## src/rme_pkg.sv

```systemverilog
// Shared opcodes, carriers, states and decode helpers for the move/multiply execution unit
package rme_pkg;

  // ****************************************
  // Opcodes handled by this unit
  // ****************************************
  localparam logic [5:0] OP_TWOS_NEGATE   = 6'h08;
  localparam logic [5:0] OP_HALF_MULTIPLY = 6'h10;
  localparam logic [5:0] OP_LOAD_SHORT    = 6'h23;
  localparam logic [5:0] OP_COPY_OTHER    = 6'h24;
  localparam logic [5:0] OP_LOAD_LONG     = 6'h26;
  localparam logic [5:0] OP_MANT_TO_INT   = 6'h37;
  localparam logic [5:0] OP_NORM_COUNT    = 6'h38;

  // ****************************************
  // Field positions, limits and reset values
  // ****************************************
  localparam logic [5:0]  NORM_MSB      = 6'h17;          // Hidden-bit position
  localparam logic [31:0] NORM_C_LIMIT  = 32'h0000_0010;  // Carry when source is below this
  localparam logic [31:0] WORD_RST      = 32'h0000_0000;
  localparam logic [15:0] HALF_RST      = 16'h0000;

  // ****************************************
  // Carriers
  // ****************************************
  typedef struct packed {
    logic [5:0] opcode;
    logic [4:0] src;     // Source register or 5-bit immediate
    logic [4:0] dst;
  } rme_insn_s;

  typedef struct packed {
    logic       en;
    logic       bank;
    logic [4:0] src_addr;
    logic [4:0] dst_addr;
  } rme_rd_s;

  typedef struct packed {
    logic        en;
    logic        bank;
    logic [4:0]  addr;
    logic [31:0] data;
  } rme_wr_s;

  typedef struct packed {
    logic z;
    logic n;
    logic c;
  } rme_flags_s;

  typedef enum logic [1:0] {
    ST_IDLE  = 2'b00,
    ST_READ  = 2'b01,
    ST_EXEC  = 2'b11,
    ST_WBACK = 2'b10
  } rme_state_e;

  // ****************************************
  // Decode helpers
  // ****************************************
  function automatic logic is_alu(input logic [5:0] op);
    return (op == OP_TWOS_NEGATE) || (op == OP_HALF_MULTIPLY) || (op == OP_MANT_TO_INT)
           || (op == OP_NORM_COUNT);
  endfunction

  function automatic logic is_known(input logic [5:0] op);
    return is_alu(op) || (op == OP_LOAD_SHORT) || (op == OP_COPY_OTHER)
           || (op == OP_LOAD_LONG);
  endfunction

  function automatic logic reads_regs(input logic [5:0] op);
    return is_alu(op) || (op == OP_COPY_OTHER);
  endfunction

endpackage

```

## src/rme_exec.sv

```systemverilog
// Execution unit for immediate loads, bank transfer, convert, multiply, negate, normalise
//
// Summary of operation
// - Long immediate takes two following words, low then high, writes cycle 3, flags kept.
// - Short immediate writes the 5-bit field zero-extended in cycle 2, flags kept.
// - Bank copy reads active bank in cycle 1, writes other bank cycle 2.
// - Mantissa convert builds a sign-extended signed integer from float mantissa and sign.
// - Convert sets Z on zero result, N and C on negative result.
// - Multiply writes the unsigned 32-bit product of both low halves to destination.
// - Multiply sets Z on zero, N from product bit 31, C on nonzero.
// - Negate writes zero minus destination back to destination.
// - Negating the most negative value wraps; software must not rely on it.
// - Negate sets Z on zero, N on negative, C from the borrow.
// - Convert, multiply and negate read operands in cycle 1, write in cycle 3.
// - Normalise writes the signed right-shift count that normalises the unsigned source.
// - Normalise sets Z on zero, N on negative, C when source below 10 hex.
// - That count is also the exponent correction for the normalising shift.
`timescale 1ns/100ps
`default_nettype none
module rme_exec (
  // Clock and reset
  input  wire logic                i_clk,
  input  wire logic                i_nrst,
  // Instruction issue
  input  wire logic                i_issue,
  input  wire rme_pkg::rme_insn_s  i_insn,
  input  wire logic                i_bank,
  output logic                     o_busy,
  // Instruction stream words for the long immediate
  input  wire logic [15:0]         i_ext_word,
  output logic                     o_ext_take,
  // Register file read port
  output rme_pkg::rme_rd_s         o_rd,
  input  wire logic [31:0]         i_src_data,
  input  wire logic [31:0]         i_dst_data,
  // Register file write port
  output rme_pkg::rme_wr_s         o_wr,
  // Flags
  output logic                     o_flag_upd,
  output rme_pkg::rme_flags_s      o_flags
);

  // ****************************************
  // Declarations
  // ****************************************
  rme_pkg::rme_state_e  state_reg;
  rme_pkg::rme_state_e  state_next;
  logic [5:0]           op_reg;
  logic [4:0]           src_reg;
  logic [4:0]           dst_reg;
  logic                 bank_reg;
  logic [31:0]          opnd_s_reg;
  logic [31:0]          opnd_d_reg;
  logic [15:0]          imm_lo_reg;
  logic                 accept;
  logic [31:0]          norm_cnt;
  logic [31:0]          alu_res;
  rme_pkg::rme_flags_s  alu_flags;

  // A new instruction is only taken while idle; unknown opcodes pass by
  assign accept = (state_reg == rme_pkg::ST_IDLE) && i_issue
                  && rme_pkg::is_known(i_insn.opcode);

  // ****************************************
  // Arithmetic
  // ****************************************
  rme_norm u_norm (
    .i_src   (opnd_s_reg),
    .o_count (norm_cnt)
  );

  rme_alu u_alu (
    .i_op    (op_reg),
    .i_src   (opnd_s_reg),
    .i_dst   (opnd_d_reg),
    .i_norm  (norm_cnt),
    .o_res   (alu_res),
    .o_flags (alu_flags)
  );

  // ****************************************
  // Sequencer
  // ****************************************
  // Cycle 1 is READ, cycle 2 EXEC, cycle 3 WBACK
  always_comb begin
    state_next = state_reg;
    case (state_reg)
      rme_pkg::ST_IDLE: begin
        if (accept) begin
          state_next = rme_pkg::ST_READ;
        end
      end
      rme_pkg::ST_READ: begin
        state_next = rme_pkg::ST_EXEC;
      end
      rme_pkg::ST_EXEC: begin
        // Short moves are complete after their cycle-2 write
        if ((op_reg == rme_pkg::OP_LOAD_SHORT) || (op_reg == rme_pkg::OP_COPY_OTHER)) begin
          state_next = rme_pkg::ST_IDLE;
        end else begin
          state_next = rme_pkg::ST_WBACK;
        end
      end
      rme_pkg::ST_WBACK: begin
        state_next = rme_pkg::ST_IDLE;
      end
      default: begin
        state_next = rme_pkg::ST_IDLE;
      end
    endcase
  end

  // State register
  always_ff @(posedge i_clk or negedge i_nrst) begin
    if (!i_nrst) begin
      state_reg <= rme_pkg::ST_IDLE;
    end else begin
      state_reg <= state_next;
    end
  end

  // Busy is registered so the decoder sees no combinational path
  always_ff @(posedge i_clk or negedge i_nrst) begin
    if (!i_nrst) begin
      o_busy <= 1'b0;
    end else begin
      o_busy <= (state_next != rme_pkg::ST_IDLE);
    end
  end

  // Instruction fields held for the life of the operation
  always_ff @(posedge i_clk or negedge i_nrst) begin
    if (!i_nrst) begin
      op_reg   <= 6'h00;
      src_reg  <= 5'h00;
      dst_reg  <= 5'h00;
      bank_reg <= 1'b0;
    end else if (accept) begin
      op_reg   <= i_insn.opcode;
      src_reg  <= i_insn.src;
      dst_reg  <= i_insn.dst;
      bank_reg <= i_bank;
    end
  end

  // ****************************************
  // Register reads
  // ****************************************
  // Read strobe stands in cycle 1 only, in the active bank
  always_ff @(posedge i_clk or negedge i_nrst) begin
    if (!i_nrst) begin
      o_rd <= '{en: 1'b0, bank: 1'b0, src_addr: 5'h00, dst_addr: 5'h00};
    end else begin
      o_rd.en <= accept && rme_pkg::reads_regs(i_insn.opcode);
      if (accept) begin
        o_rd.bank     <= i_bank;
        o_rd.src_addr <= i_insn.src;
        o_rd.dst_addr <= i_insn.dst;
      end
    end
  end

  // Operands caught at the end of cycle 1 and held until the next read
  always_ff @(posedge i_clk or negedge i_nrst) begin
    if (!i_nrst) begin
      opnd_s_reg <= rme_pkg::WORD_RST;
      opnd_d_reg <= rme_pkg::WORD_RST;
    end else if (o_rd.en) begin
      opnd_s_reg <= i_src_data;
      opnd_d_reg <= i_dst_data;
    end
  end

  // ****************************************
  // Instruction-stream data words
  // ****************************************
  // Take strobe in cycles 1 and 2; fetch steps past each word taken
  always_ff @(posedge i_clk or negedge i_nrst) begin
    if (!i_nrst) begin
      o_ext_take <= 1'b0;
    end else begin
      o_ext_take <= (accept && (i_insn.opcode == rme_pkg::OP_LOAD_LONG))
                    || ((state_reg == rme_pkg::ST_READ)
                        && (op_reg == rme_pkg::OP_LOAD_LONG));
    end
  end

  // First word is the low half
  always_ff @(posedge i_clk or negedge i_nrst) begin
    if (!i_nrst) begin
      imm_lo_reg <= rme_pkg::HALF_RST;
    end else if (o_ext_take && (state_reg == rme_pkg::ST_READ)) begin
      imm_lo_reg <= i_ext_word;
    end
  end

  // ****************************************
  // Register write-back
  // ****************************************
  // Short moves write in cycle 2, the rest in cycle 3
  always_ff @(posedge i_clk or negedge i_nrst) begin
    if (!i_nrst) begin
      o_wr <= '{en: 1'b0, bank: 1'b0, addr: 5'h00, data: rme_pkg::WORD_RST};
    end else begin
      o_wr.en <= 1'b0;
      if ((state_reg == rme_pkg::ST_READ) && (op_reg == rme_pkg::OP_LOAD_SHORT)) begin
        o_wr <= '{en: 1'b1, bank: bank_reg, addr: dst_reg,
                  data: {27'h0, src_reg}};
      end else if ((state_reg == rme_pkg::ST_READ)
                   && (op_reg == rme_pkg::OP_COPY_OTHER)) begin
        o_wr <= '{en: 1'b1, bank: ~bank_reg, addr: dst_reg,
                  data: i_src_data};
      end else if ((state_reg == rme_pkg::ST_EXEC)
                   && (op_reg == rme_pkg::OP_LOAD_LONG)) begin
        o_wr <= '{en: 1'b1, bank: bank_reg, addr: dst_reg,
                  data: {i_ext_word, imm_lo_reg}};
      end else if ((state_reg == rme_pkg::ST_EXEC) && rme_pkg::is_alu(op_reg)) begin
        o_wr <= '{en: 1'b1, bank: bank_reg, addr: dst_reg,
                  data: alu_res};
      end
    end
  end

  // ****************************************
  // Flags
  // ****************************************
  // Only arithmetic results touch the flags; moves leave them alone
  always_ff @(posedge i_clk or negedge i_nrst) begin
    if (!i_nrst) begin
      o_flag_upd <= 1'b0;
      o_flags    <= '{z: 1'b0, n: 1'b0, c: 1'b0};
    end else begin
      o_flag_upd <= (state_reg == rme_pkg::ST_EXEC) && rme_pkg::is_alu(op_reg);
      if ((state_reg == rme_pkg::ST_EXEC) && rme_pkg::is_alu(op_reg)) begin
        o_flags <= alu_flags;
      end
    end
  end
endmodule // rme_exec
`default_nettype wire

```

## src/rme_norm.sv

```systemverilog
// Normalisation shift count for an unsigned source word
`timescale 1ns/100ps
`default_nettype none
module rme_norm (
  // Operand
  input  wire logic [31:0] i_src,
  // Signed right-shift count
  output logic      [31:0] o_count
);

  logic [5:0] msb;

  // ****************************************
  // Leading-one search and offset to hidden bit
  // ****************************************
  // Highest set bit wins; a zero source reports a zero count
  always_comb begin
    msb = 6'h00;
    for (int i = 0; i < 32; i++) begin
      if (i_src[i]) begin
        msb = 6'(i);
      end
    end
  end

  // Count is also the exponent correction after the shift
  assign o_count = (i_src == rme_pkg::WORD_RST) ? rme_pkg::WORD_RST
                 : {26'h0, msb} - {26'h0, rme_pkg::NORM_MSB};

endmodule // rme_norm
`default_nettype wire

```

## src/rme_alu.sv

```systemverilog
// Result and flag logic for convert, multiply, negate and normalise operations
`timescale 1ns/100ps
`default_nettype none
module rme_alu (
  // Operation and operands
  input  wire logic [5:0]        i_op,
  input  wire logic [31:0]       i_src,
  input  wire logic [31:0]       i_dst,
  input  wire logic [31:0]       i_norm,
  // Result
  output logic      [31:0]       o_res,
  output rme_pkg::rme_flags_s    o_flags
);

  logic [32:0] diff;
  logic [31:0] mag;

  // Zero and negative from the result, carry as supplied
  function automatic rme_pkg::rme_flags_s flags_of(input logic [31:0] r, input logic c);
    return '{z: (r == rme_pkg::WORD_RST), n: r[31], c: c};
  endfunction

  // ****************************************
  // Datapath
  // ****************************************
  // Subtract from zero as 33 bits so the top bit is the borrow
  assign diff = {1'b0, rme_pkg::WORD_RST} - {1'b0, i_dst};
  // Mantissa with hidden bit restored
  assign mag  = {8'h00, 1'b1, i_src[22:0]};

  always_comb begin
    o_res   = i_dst;
    o_flags = '{z: 1'b0, n: 1'b0, c: 1'b0};
    case (i_op)
      rme_pkg::OP_MANT_TO_INT: begin
        o_res   = i_src[31] ? (rme_pkg::WORD_RST - mag) : mag;
        o_flags = flags_of(o_res, o_res[31]);
      end
      rme_pkg::OP_HALF_MULTIPLY: begin
        o_res   = {16'h0, i_dst[15:0]} * {16'h0, i_src[15:0]};
        o_flags = flags_of(o_res, o_res != rme_pkg::WORD_RST);
      end
      rme_pkg::OP_TWOS_NEGATE: begin
        // Most negative value wraps onto itself
        o_res   = diff[31:0];
        o_flags = flags_of(diff[31:0], diff[32]);
      end
      rme_pkg::OP_NORM_COUNT: begin
        o_res   = i_norm;
        o_flags = flags_of(i_norm, i_src < rme_pkg::NORM_C_LIMIT);
      end
      default: begin
        o_res   = i_dst;
        o_flags = '{z: 1'b0, n: 1'b0, c: 1'b0};
      end
    endcase
  end

endmodule // rme_alu
`default_nettype wire

```

## config.mk

```make
export PLATFORM = sky130hd
export DESIGN_NAME = rme_exec
export DESIGN_NICKNAME = d
export VERILOG_FILES = /design/src/rme_pkg.sv /design/src/rme_exec.sv /design/src/rme_norm.sv /design/src/rme_alu.sv
export SDC_FILE = /design/constraint.sdc
export NUM_CORES = 1
export LEC_CHECK = 0
export ABC_AREA = 1
export BUFFER_PORTS_ARGS = -buffer_cell sky130_fd_sc_hd__buf_4
export CORE_MARGIN = 5
export CORE_UTILIZATION = 60
export CTS_CLUSTER_DIAMETER = 50
export DETAILED_ROUTE_END_ITERATION = 7
export PLACE_DENSITY = 0.82
export SLEW_MARGIN = 10
export SYNTH_ARGS = -nofsm -noshare
export SYNTH_HDL_FRONTEND = slang
export SYNTH_SLANG_ARGS = --single-unit
```

## constraint.sdc

```tcl
create_clock -name i_clk -period 7.6 [get_ports i_clk]
set_input_delay 1.52 -clock i_clk [delete_from_list [all_inputs] [get_ports i_clk]]
set_output_delay 1.52 -clock i_clk [all_outputs]
set_load 0.005 [all_outputs]
```

==> Word level (Yosys, flattened, before mapping) <==
Cells that the tools add are included.
{ "word_totals": {"output_inout_bits": 57, "wordCells": 115, "regBits": 145, "in_bits": 100} }
{ "classes": {"reduce_logical": 31, "bitwise_logic": 1, "order_cmp": 1, "mux": 42, "eq_ne": 17, "multipliers": 1, "add_sub_neg": 3} }
{ "ops": {"columns": ["op", "count"], "rows": [
  ["$logic_not A32 Y1", 5],
  ["$mux W39", 4],
  ["$pmux W32 S4", 1],
  ["$mux W5", 16],
  ["$mux W32", 2],
  ["$eq A6 B6 Y1 const B", 10],
  ["$sub A1 B32 Y33 const A", 1],
  ["$lt A32 B5 Y1 const B", 1],
  ["$mul A16 B16 Y32", 1],
  ["$mux W4", 8],
  ["$reduce_bool A32 Y1", 1],
  ["$sub A1 B24 Y25 const A", 1],
  ["$eq A6 B4 Y1 const B", 2],
  ["$eq A6 B5 Y1 const B", 2],
  ["$logic_or A1 B1 Y1", 12],
  ["$mux W3", 4],
  ["$pmux W3 S4", 1],
  ["$logic_and A1 B1 Y1", 10],
  ["$mux W2", 4],
  ["$pmux W2 S4", 1],
  ["$sub A5 B5 Y6 const B", 1],
  ["$eq A2 B2 Y1 const B", 2],
  ["$reduce_bool A4 Y1", 1],
  ["$eq A2 B1 Y1 const B", 1],
  ["4 further kinds", 4]
]} }

==> Depth between registers and ports, before layout <==
{ "logic_depth": {"word_depth": 38, "depth_mapped": 43, "mapped_depth_nobuf": 42} }

==> Modules after synthesis <==
Synthesis repeated with hierarchy kept, for this count alone.
{ "hier_totals": {"hier_cells": 2846, "hier_area_um2": 19959.1} }
{ "modules_own_cells": {"columns": ["mod", "instances", "cells_per_inst", "seq_area_each_um2", "area_each_um2"], "rows": [
  ["rme_alu", 1, 2050, 0.0, 12832.3],
  ["rme_exec", 1, 641, 3628.5, 6372.4],
  ["rme_norm", 1, 155, 0.0, 754.5]
]} }

==> Least setup slack after synthesis <==
OpenSTA, ideal clock, no wires.
{ "synth_timing": {"path_type": "register to register", "start": "register opnd_d_reg[7]", "end": "register o_flags[2] in the netlist's numbering", "n_path_buf": 2, "stages_incl_launch_ff": 36, "synth_period_minus_slack_ns": 6.623, "slack_ns": 0.977, "setup_time_ns": 0.077, "arrival_ns": 6.546, "t_required_ns": 7.523, "path_cell_list": "dfrtp_1 -> clkbuf_1 -> buf_1 -> nand2_1 -> fa_1 -> inv_1 -> fa_1 -> inv_1 -> fa_1 -> inv_1 -> fa_1 -> inv_1 -> fa_1 -> inv_1 -> fa_1 -> ha_1 -> nand2_1 -> inv_1 -> a221oi_1 -> o21ai_2 -> a21boi_0 -> o21ai_1 -> nand2_1 -> nand2_1 -> nand2_1 -> nand2_1 -> nand3_1 -> nand2_1 -> nand2_1 -> nand2_1 -> xor2_1 -> nor2_1 -> nand4_1 -> nor2_1 -> nor2_1 -> a21oi_1"} }
{ "synth_between": {"elab_chain_len": 3, "elab_cells_between_ends": 5, "classes_between": "1 x add/sub; 1 x mul; 1 x mux; 2 x reduce/logical"} }
{ "synth_rtl": {"columns": ["item", "line", "source"], "rows": [
  ["start: declaration", "rme_exec.sv:53", "logic [31:0] opnd_d_reg;"],
  ["start signal: assignment", "rme_exec.sv:167", "opnd_d_reg <= rme_pkg::WORD_RST;"],
  ["start signal: assignment", "rme_exec.sv:170", "opnd_d_reg <= i_dst_data;"],
  ["$mul A16 B16 Y32 / $sub A1 B32 Y33 (equally long branches)", "rme_alu.sv:40, rme_alu.sv:27", null],
  ["$logic_not A32 Y1", "rme_alu.sv:20", "return '{z: (r == rme_pkg::WORD_RST), n: r[31], c: c};"],
  ["$pmux W3 S4 (*)", "rme_alu.sv:34", "case (i_op)"],
  ["end signal: assignment", "rme_exec.sv:231", "o_flags <= '{z: 1'b0, n: 1'b0, c: 1'b0};"],
  ["end signal: assignment", "rme_exec.sv:235", "o_flags <= alu_flags;"],
  ["end: declaration", "rme_exec.sv:40", "output rme_pkg::rme_flags_s o_flags"]
]} }
Mark *: on every way between the ends. The rest lies on a longest branch, timed or not.
A chain may end at the register's enable or synchronous reset.

==> Worst setup path in the final report <==
{ "layout_timing": {"start": "register opnd_d_reg[4]", "end": "register o_flags[2] in the netlist's numbering"} }
The elaborated chain is that of the path after synthesis.

==> key figures <==
Placed design
  • Port bufs: between 150 and 200
  • GPL Wtd Cong: 0.973
  • Dpl ws: 0.483 ns
  • DP Area: approximately 18000 µm²
  • DPL Wire Length: 40100 µm

Detailed routing
  • Via Count: between 15000 and 20000
  • Remaining DRCs: 0
  • Drt first pass iters: 6
  • WL/cell: approximately 19 µm
  • Vias per inst: between 5 and 6
  • Post-route ant nets: 0
  • DRT Wirelength: 50900 µm
  • Detailed Route Iter0 Violations: 1605

STA
  • Final Skew: 0.0138 ns
  • PnR worst setup slack: between 0.6 and 0.7 ns
  • Final Cycle Share: between 90 and 100%
  • Setup TNS: 0 ns
  • Fin. max-slew vios: 0
  • Worst slew pin tran: about 1.2 ns
  • Final min period: approximately 7 ns
  • Final hold slack: 0.495 ns
  • Max Fclk: between 0.1 and 0.15 GHz
  • Final hold vios: 0
  • Slew HR: between 15 and 20%
  • RSZ-0062 raised after global routing: no
  • Endpoints failing setup: 0

Finish
  • Largest register FFs: 39
  • N_diodes: 0
  • Reg area: about 3600 µm²
  • Area Overhead vs Synth: 12.3%
  • Layout Cell Area excl Fill: roughly 19000 µm²
  • Area of the multi-input gates: around 11000 µm²
  • Share of cells above drive strength 1: ~12%
  • Nets: 2716
  • Fill count: between 2000 and 2500

Global routing
  • Grt total ovfl: 0
  • Initial antenna violation count: 1
  • Vias in the first global route: ~16000
  • First-pass GRT wire length: roughly 83000 µm
  • Largest net degree at the start of global routing: 74
  • Global Route Usage Sum: between 30% and 40%

Worst hold path
  • Hold Path Sink: o_wr[36]$_DFFE_PN0P_
  • Worst hold path class: reg -> reg
  • Hold Startpoint: o_wr[36]$_DFFE_PN0P_
  • Worst Hold Depth: 2

Die
  • Die Span X: 178 µm
  • Starting Density: between 60% and 70%
  • IO Count: roughly 160
  • Die area: 31500 µm²
  • Die span in y: about 180 µm
  • Core ar.: 27800 µm²
  • Row Count: 61

Critical path
  • R2R setup slack: about 0.67 ns
  • CP arrival: around 7.3 ns
  • Crit-path slowest cell: dfrtp_1
  • Critical Path Max Stage Delay: approximately 0.79 ns
  • FF-to-FF Start: opnd_d_reg[4]$_DFFE_PN0P_
  • Req. time, crit path: 7.96 ns
  • FF-to-FF path depth: 30
  • Worst setup SP type: register
  • CP Class: reg -> reg
  • Worst Path Max Fanout: 19
  • Crit. End Element: register
  • Crit Reg-Reg Endpoint: o_flags[2]$_DFFE_PN0P_

Yosys
  • Synth Cell Area: around 17000 µm²
  • Syn_area_per_cell: 7.61 µm²
  • Unique masters post-synth: 53
  • Syn_nets: about 2600
  • EDFF count, synth: 0
  • Sequential fraction of the synthesis area: 21.5%
  • Async S/R FF share, synth: between 90% and 100%
  • Seq cells post-synth: about 150
  • Syn Inst Count: 2216
  • Syn. warnings: 0
  • Synth Flop Type: dfrtp_1

Clock tree
  • Root Buffer: clkbuf_16
  • CTS max path bufs: 2
  • Postcts setup bufs: 0
  • Resized cells post-CTS: 0
  • Hold Buf Count CTS: 0
  • TritonCTS clock tree: done
  • Cts bufs inserted: 17
  • CTS sink cnt: 145
  • Clk slew on worst S/H paths: about 0.080 ns
  • H-tree level count: 4
  • Clock latency on the worst-skew pair: 0.44 ns

Status
  • Outcome: completed

Flow run
  • Max-capacitance violation count: 0
per-layer routing:
layer  up-vias  part of all wire, %  global-route usage (%)  routed length (µm)
met5         -                0.026                       0                  13
met4         2                  4.6                    13.7                2360
met3       151                  9.3                    5.56                4740
met2       844                   46                    53.4               23600
met1      7355                   40                    45.4               20200
li1       6948                    -                       -                   -
area by class of cell:
cell class,instances,area share [%]
tap,378,2.50
multi-input combinational,1504,58.5
clock buffer,17,2.25
sequential,145,19.2
timing repair buffer,187,7.44
inverter,459,9.10
clock inverter,15,1.01
worst max-delay path by stage:
stage / start / endpoint / cells after the start
floorplan: opnd_d_reg[7]$_DFFE_PN0P_ / o_flags[2]$_DFFE_PN0P_ / 35
global placement: opnd_d_reg[7]$_DFFE_PN0P_ / o_flags[2]$_DFFE_PN0P_ / 33
detailed placement: opnd_d_reg[7]$_DFFE_PN0P_ / o_flags[2]$_DFFE_PN0P_ / 33
CTS: opnd_d_reg[7]$_DFFE_PN0P_ / o_flags[2]$_DFFE_PN0P_ / 30
global route: opnd_d_reg[4]$_DFFE_PN0P_ / o_flags[2]$_DFFE_PN0P_ / 31
finish: opnd_d_reg[4]$_DFFE_PN0P_ / o_flags[2]$_DFFE_PN0P_ / 30
cell usage after synthesis (all sizes together), types with 2 or more instances:
master  count  area [µm²]
fa        194        3880
nor2      111         442
o221a       3        33.8
xnor2      18         158
o32ai       2        17.5
a21boi      3        22.5
buf        38         183
a311oi      3        26.3
dfrtp     145        3630
or2         4        25.0
nor4       12        96.3
a211oi      4        30.0
nand3b      3        22.5
xor2       41         359
clkinv      4        15.0
nor3       31         199
a31oi       4        25.0
o22ai       8        50.1
a221oi      9        78.8
inv       455        1710
nor3b       3        22.5
clkbuf     70         263
nand4      42         269
o211ai      3        22.5
nand2     629        2370
a21oi      65         325
mux2       26         293
nand3      54         280
o21ai     117         593
ha        108        1350
per-stage QoR:
| stage | util [%] | std cells |
|---|---|---|
| finish | 68.1 | 2705 |
| CTS | 68.1 | 2705 |
| detailed placement | 65.9 | 2673 |
| global placement | 65.9 | 2673 |
| floorplan | - | 2216 |
| global route | 68.1 | 2705 |
critical path, delay by kind of cell (launching register included):
| kind | cells | cell delay [ns] |
|---|---|---|
| XOR/XNOR | 1 | 0.20 |
| buffers and inverters | 4 | 0.27 |
| flip-flops | 1 | 0.79 |
| AO/OA/AOI/OAI | 6 | 1.17 |
| AND/OR/NAND/NOR | 12 | 1.15 |
| adder cells (fa/ha/maj) | 7 | 3.28 |
cells by family (layout without fill, tap and decap cells):
group,after synthesis,in the layout,synth area share [%]
AO/OA/AOI/OAI,228,228,7.61
buffers and inverters,567,678,12.9
AND/OR/NAND/NOR,889,889,22.1
XOR/XNOR,59,59,3.07
flip-flops,145,145,21.5
multiplexers,26,26,1.74
adder cells (fa/ha/maj),302,302,31.1
layout by cell type, fill, tap and decap left out, types with 5 or more instances in the layout:
master     netlist  final
a21oi_1         65     65
a221oi_1         9      9
buf_4            1    186
clkbuf_16        0     17
clkinv_8         0      6
dfrtp_1        145    140
fa_1           194    194
ha_1           108    108
inv_1          453    453
mux2_2          26     26
nand2_1        624    624
nand2_2          5      5
nand3_1         52     52
nand4_1         41     41
nor2_1         105    103
nor2_2           4      6
nor3_1          26     26
nor4_1          10      9
o21ai_0        111    111
o22ai_1          8      8
xnor2_1         18     18
xor2_1          41     41
Power is left out: the tool's default activity adds up to more than one toggle a clock period on the data nets, which glitch-free logic cannot reach.
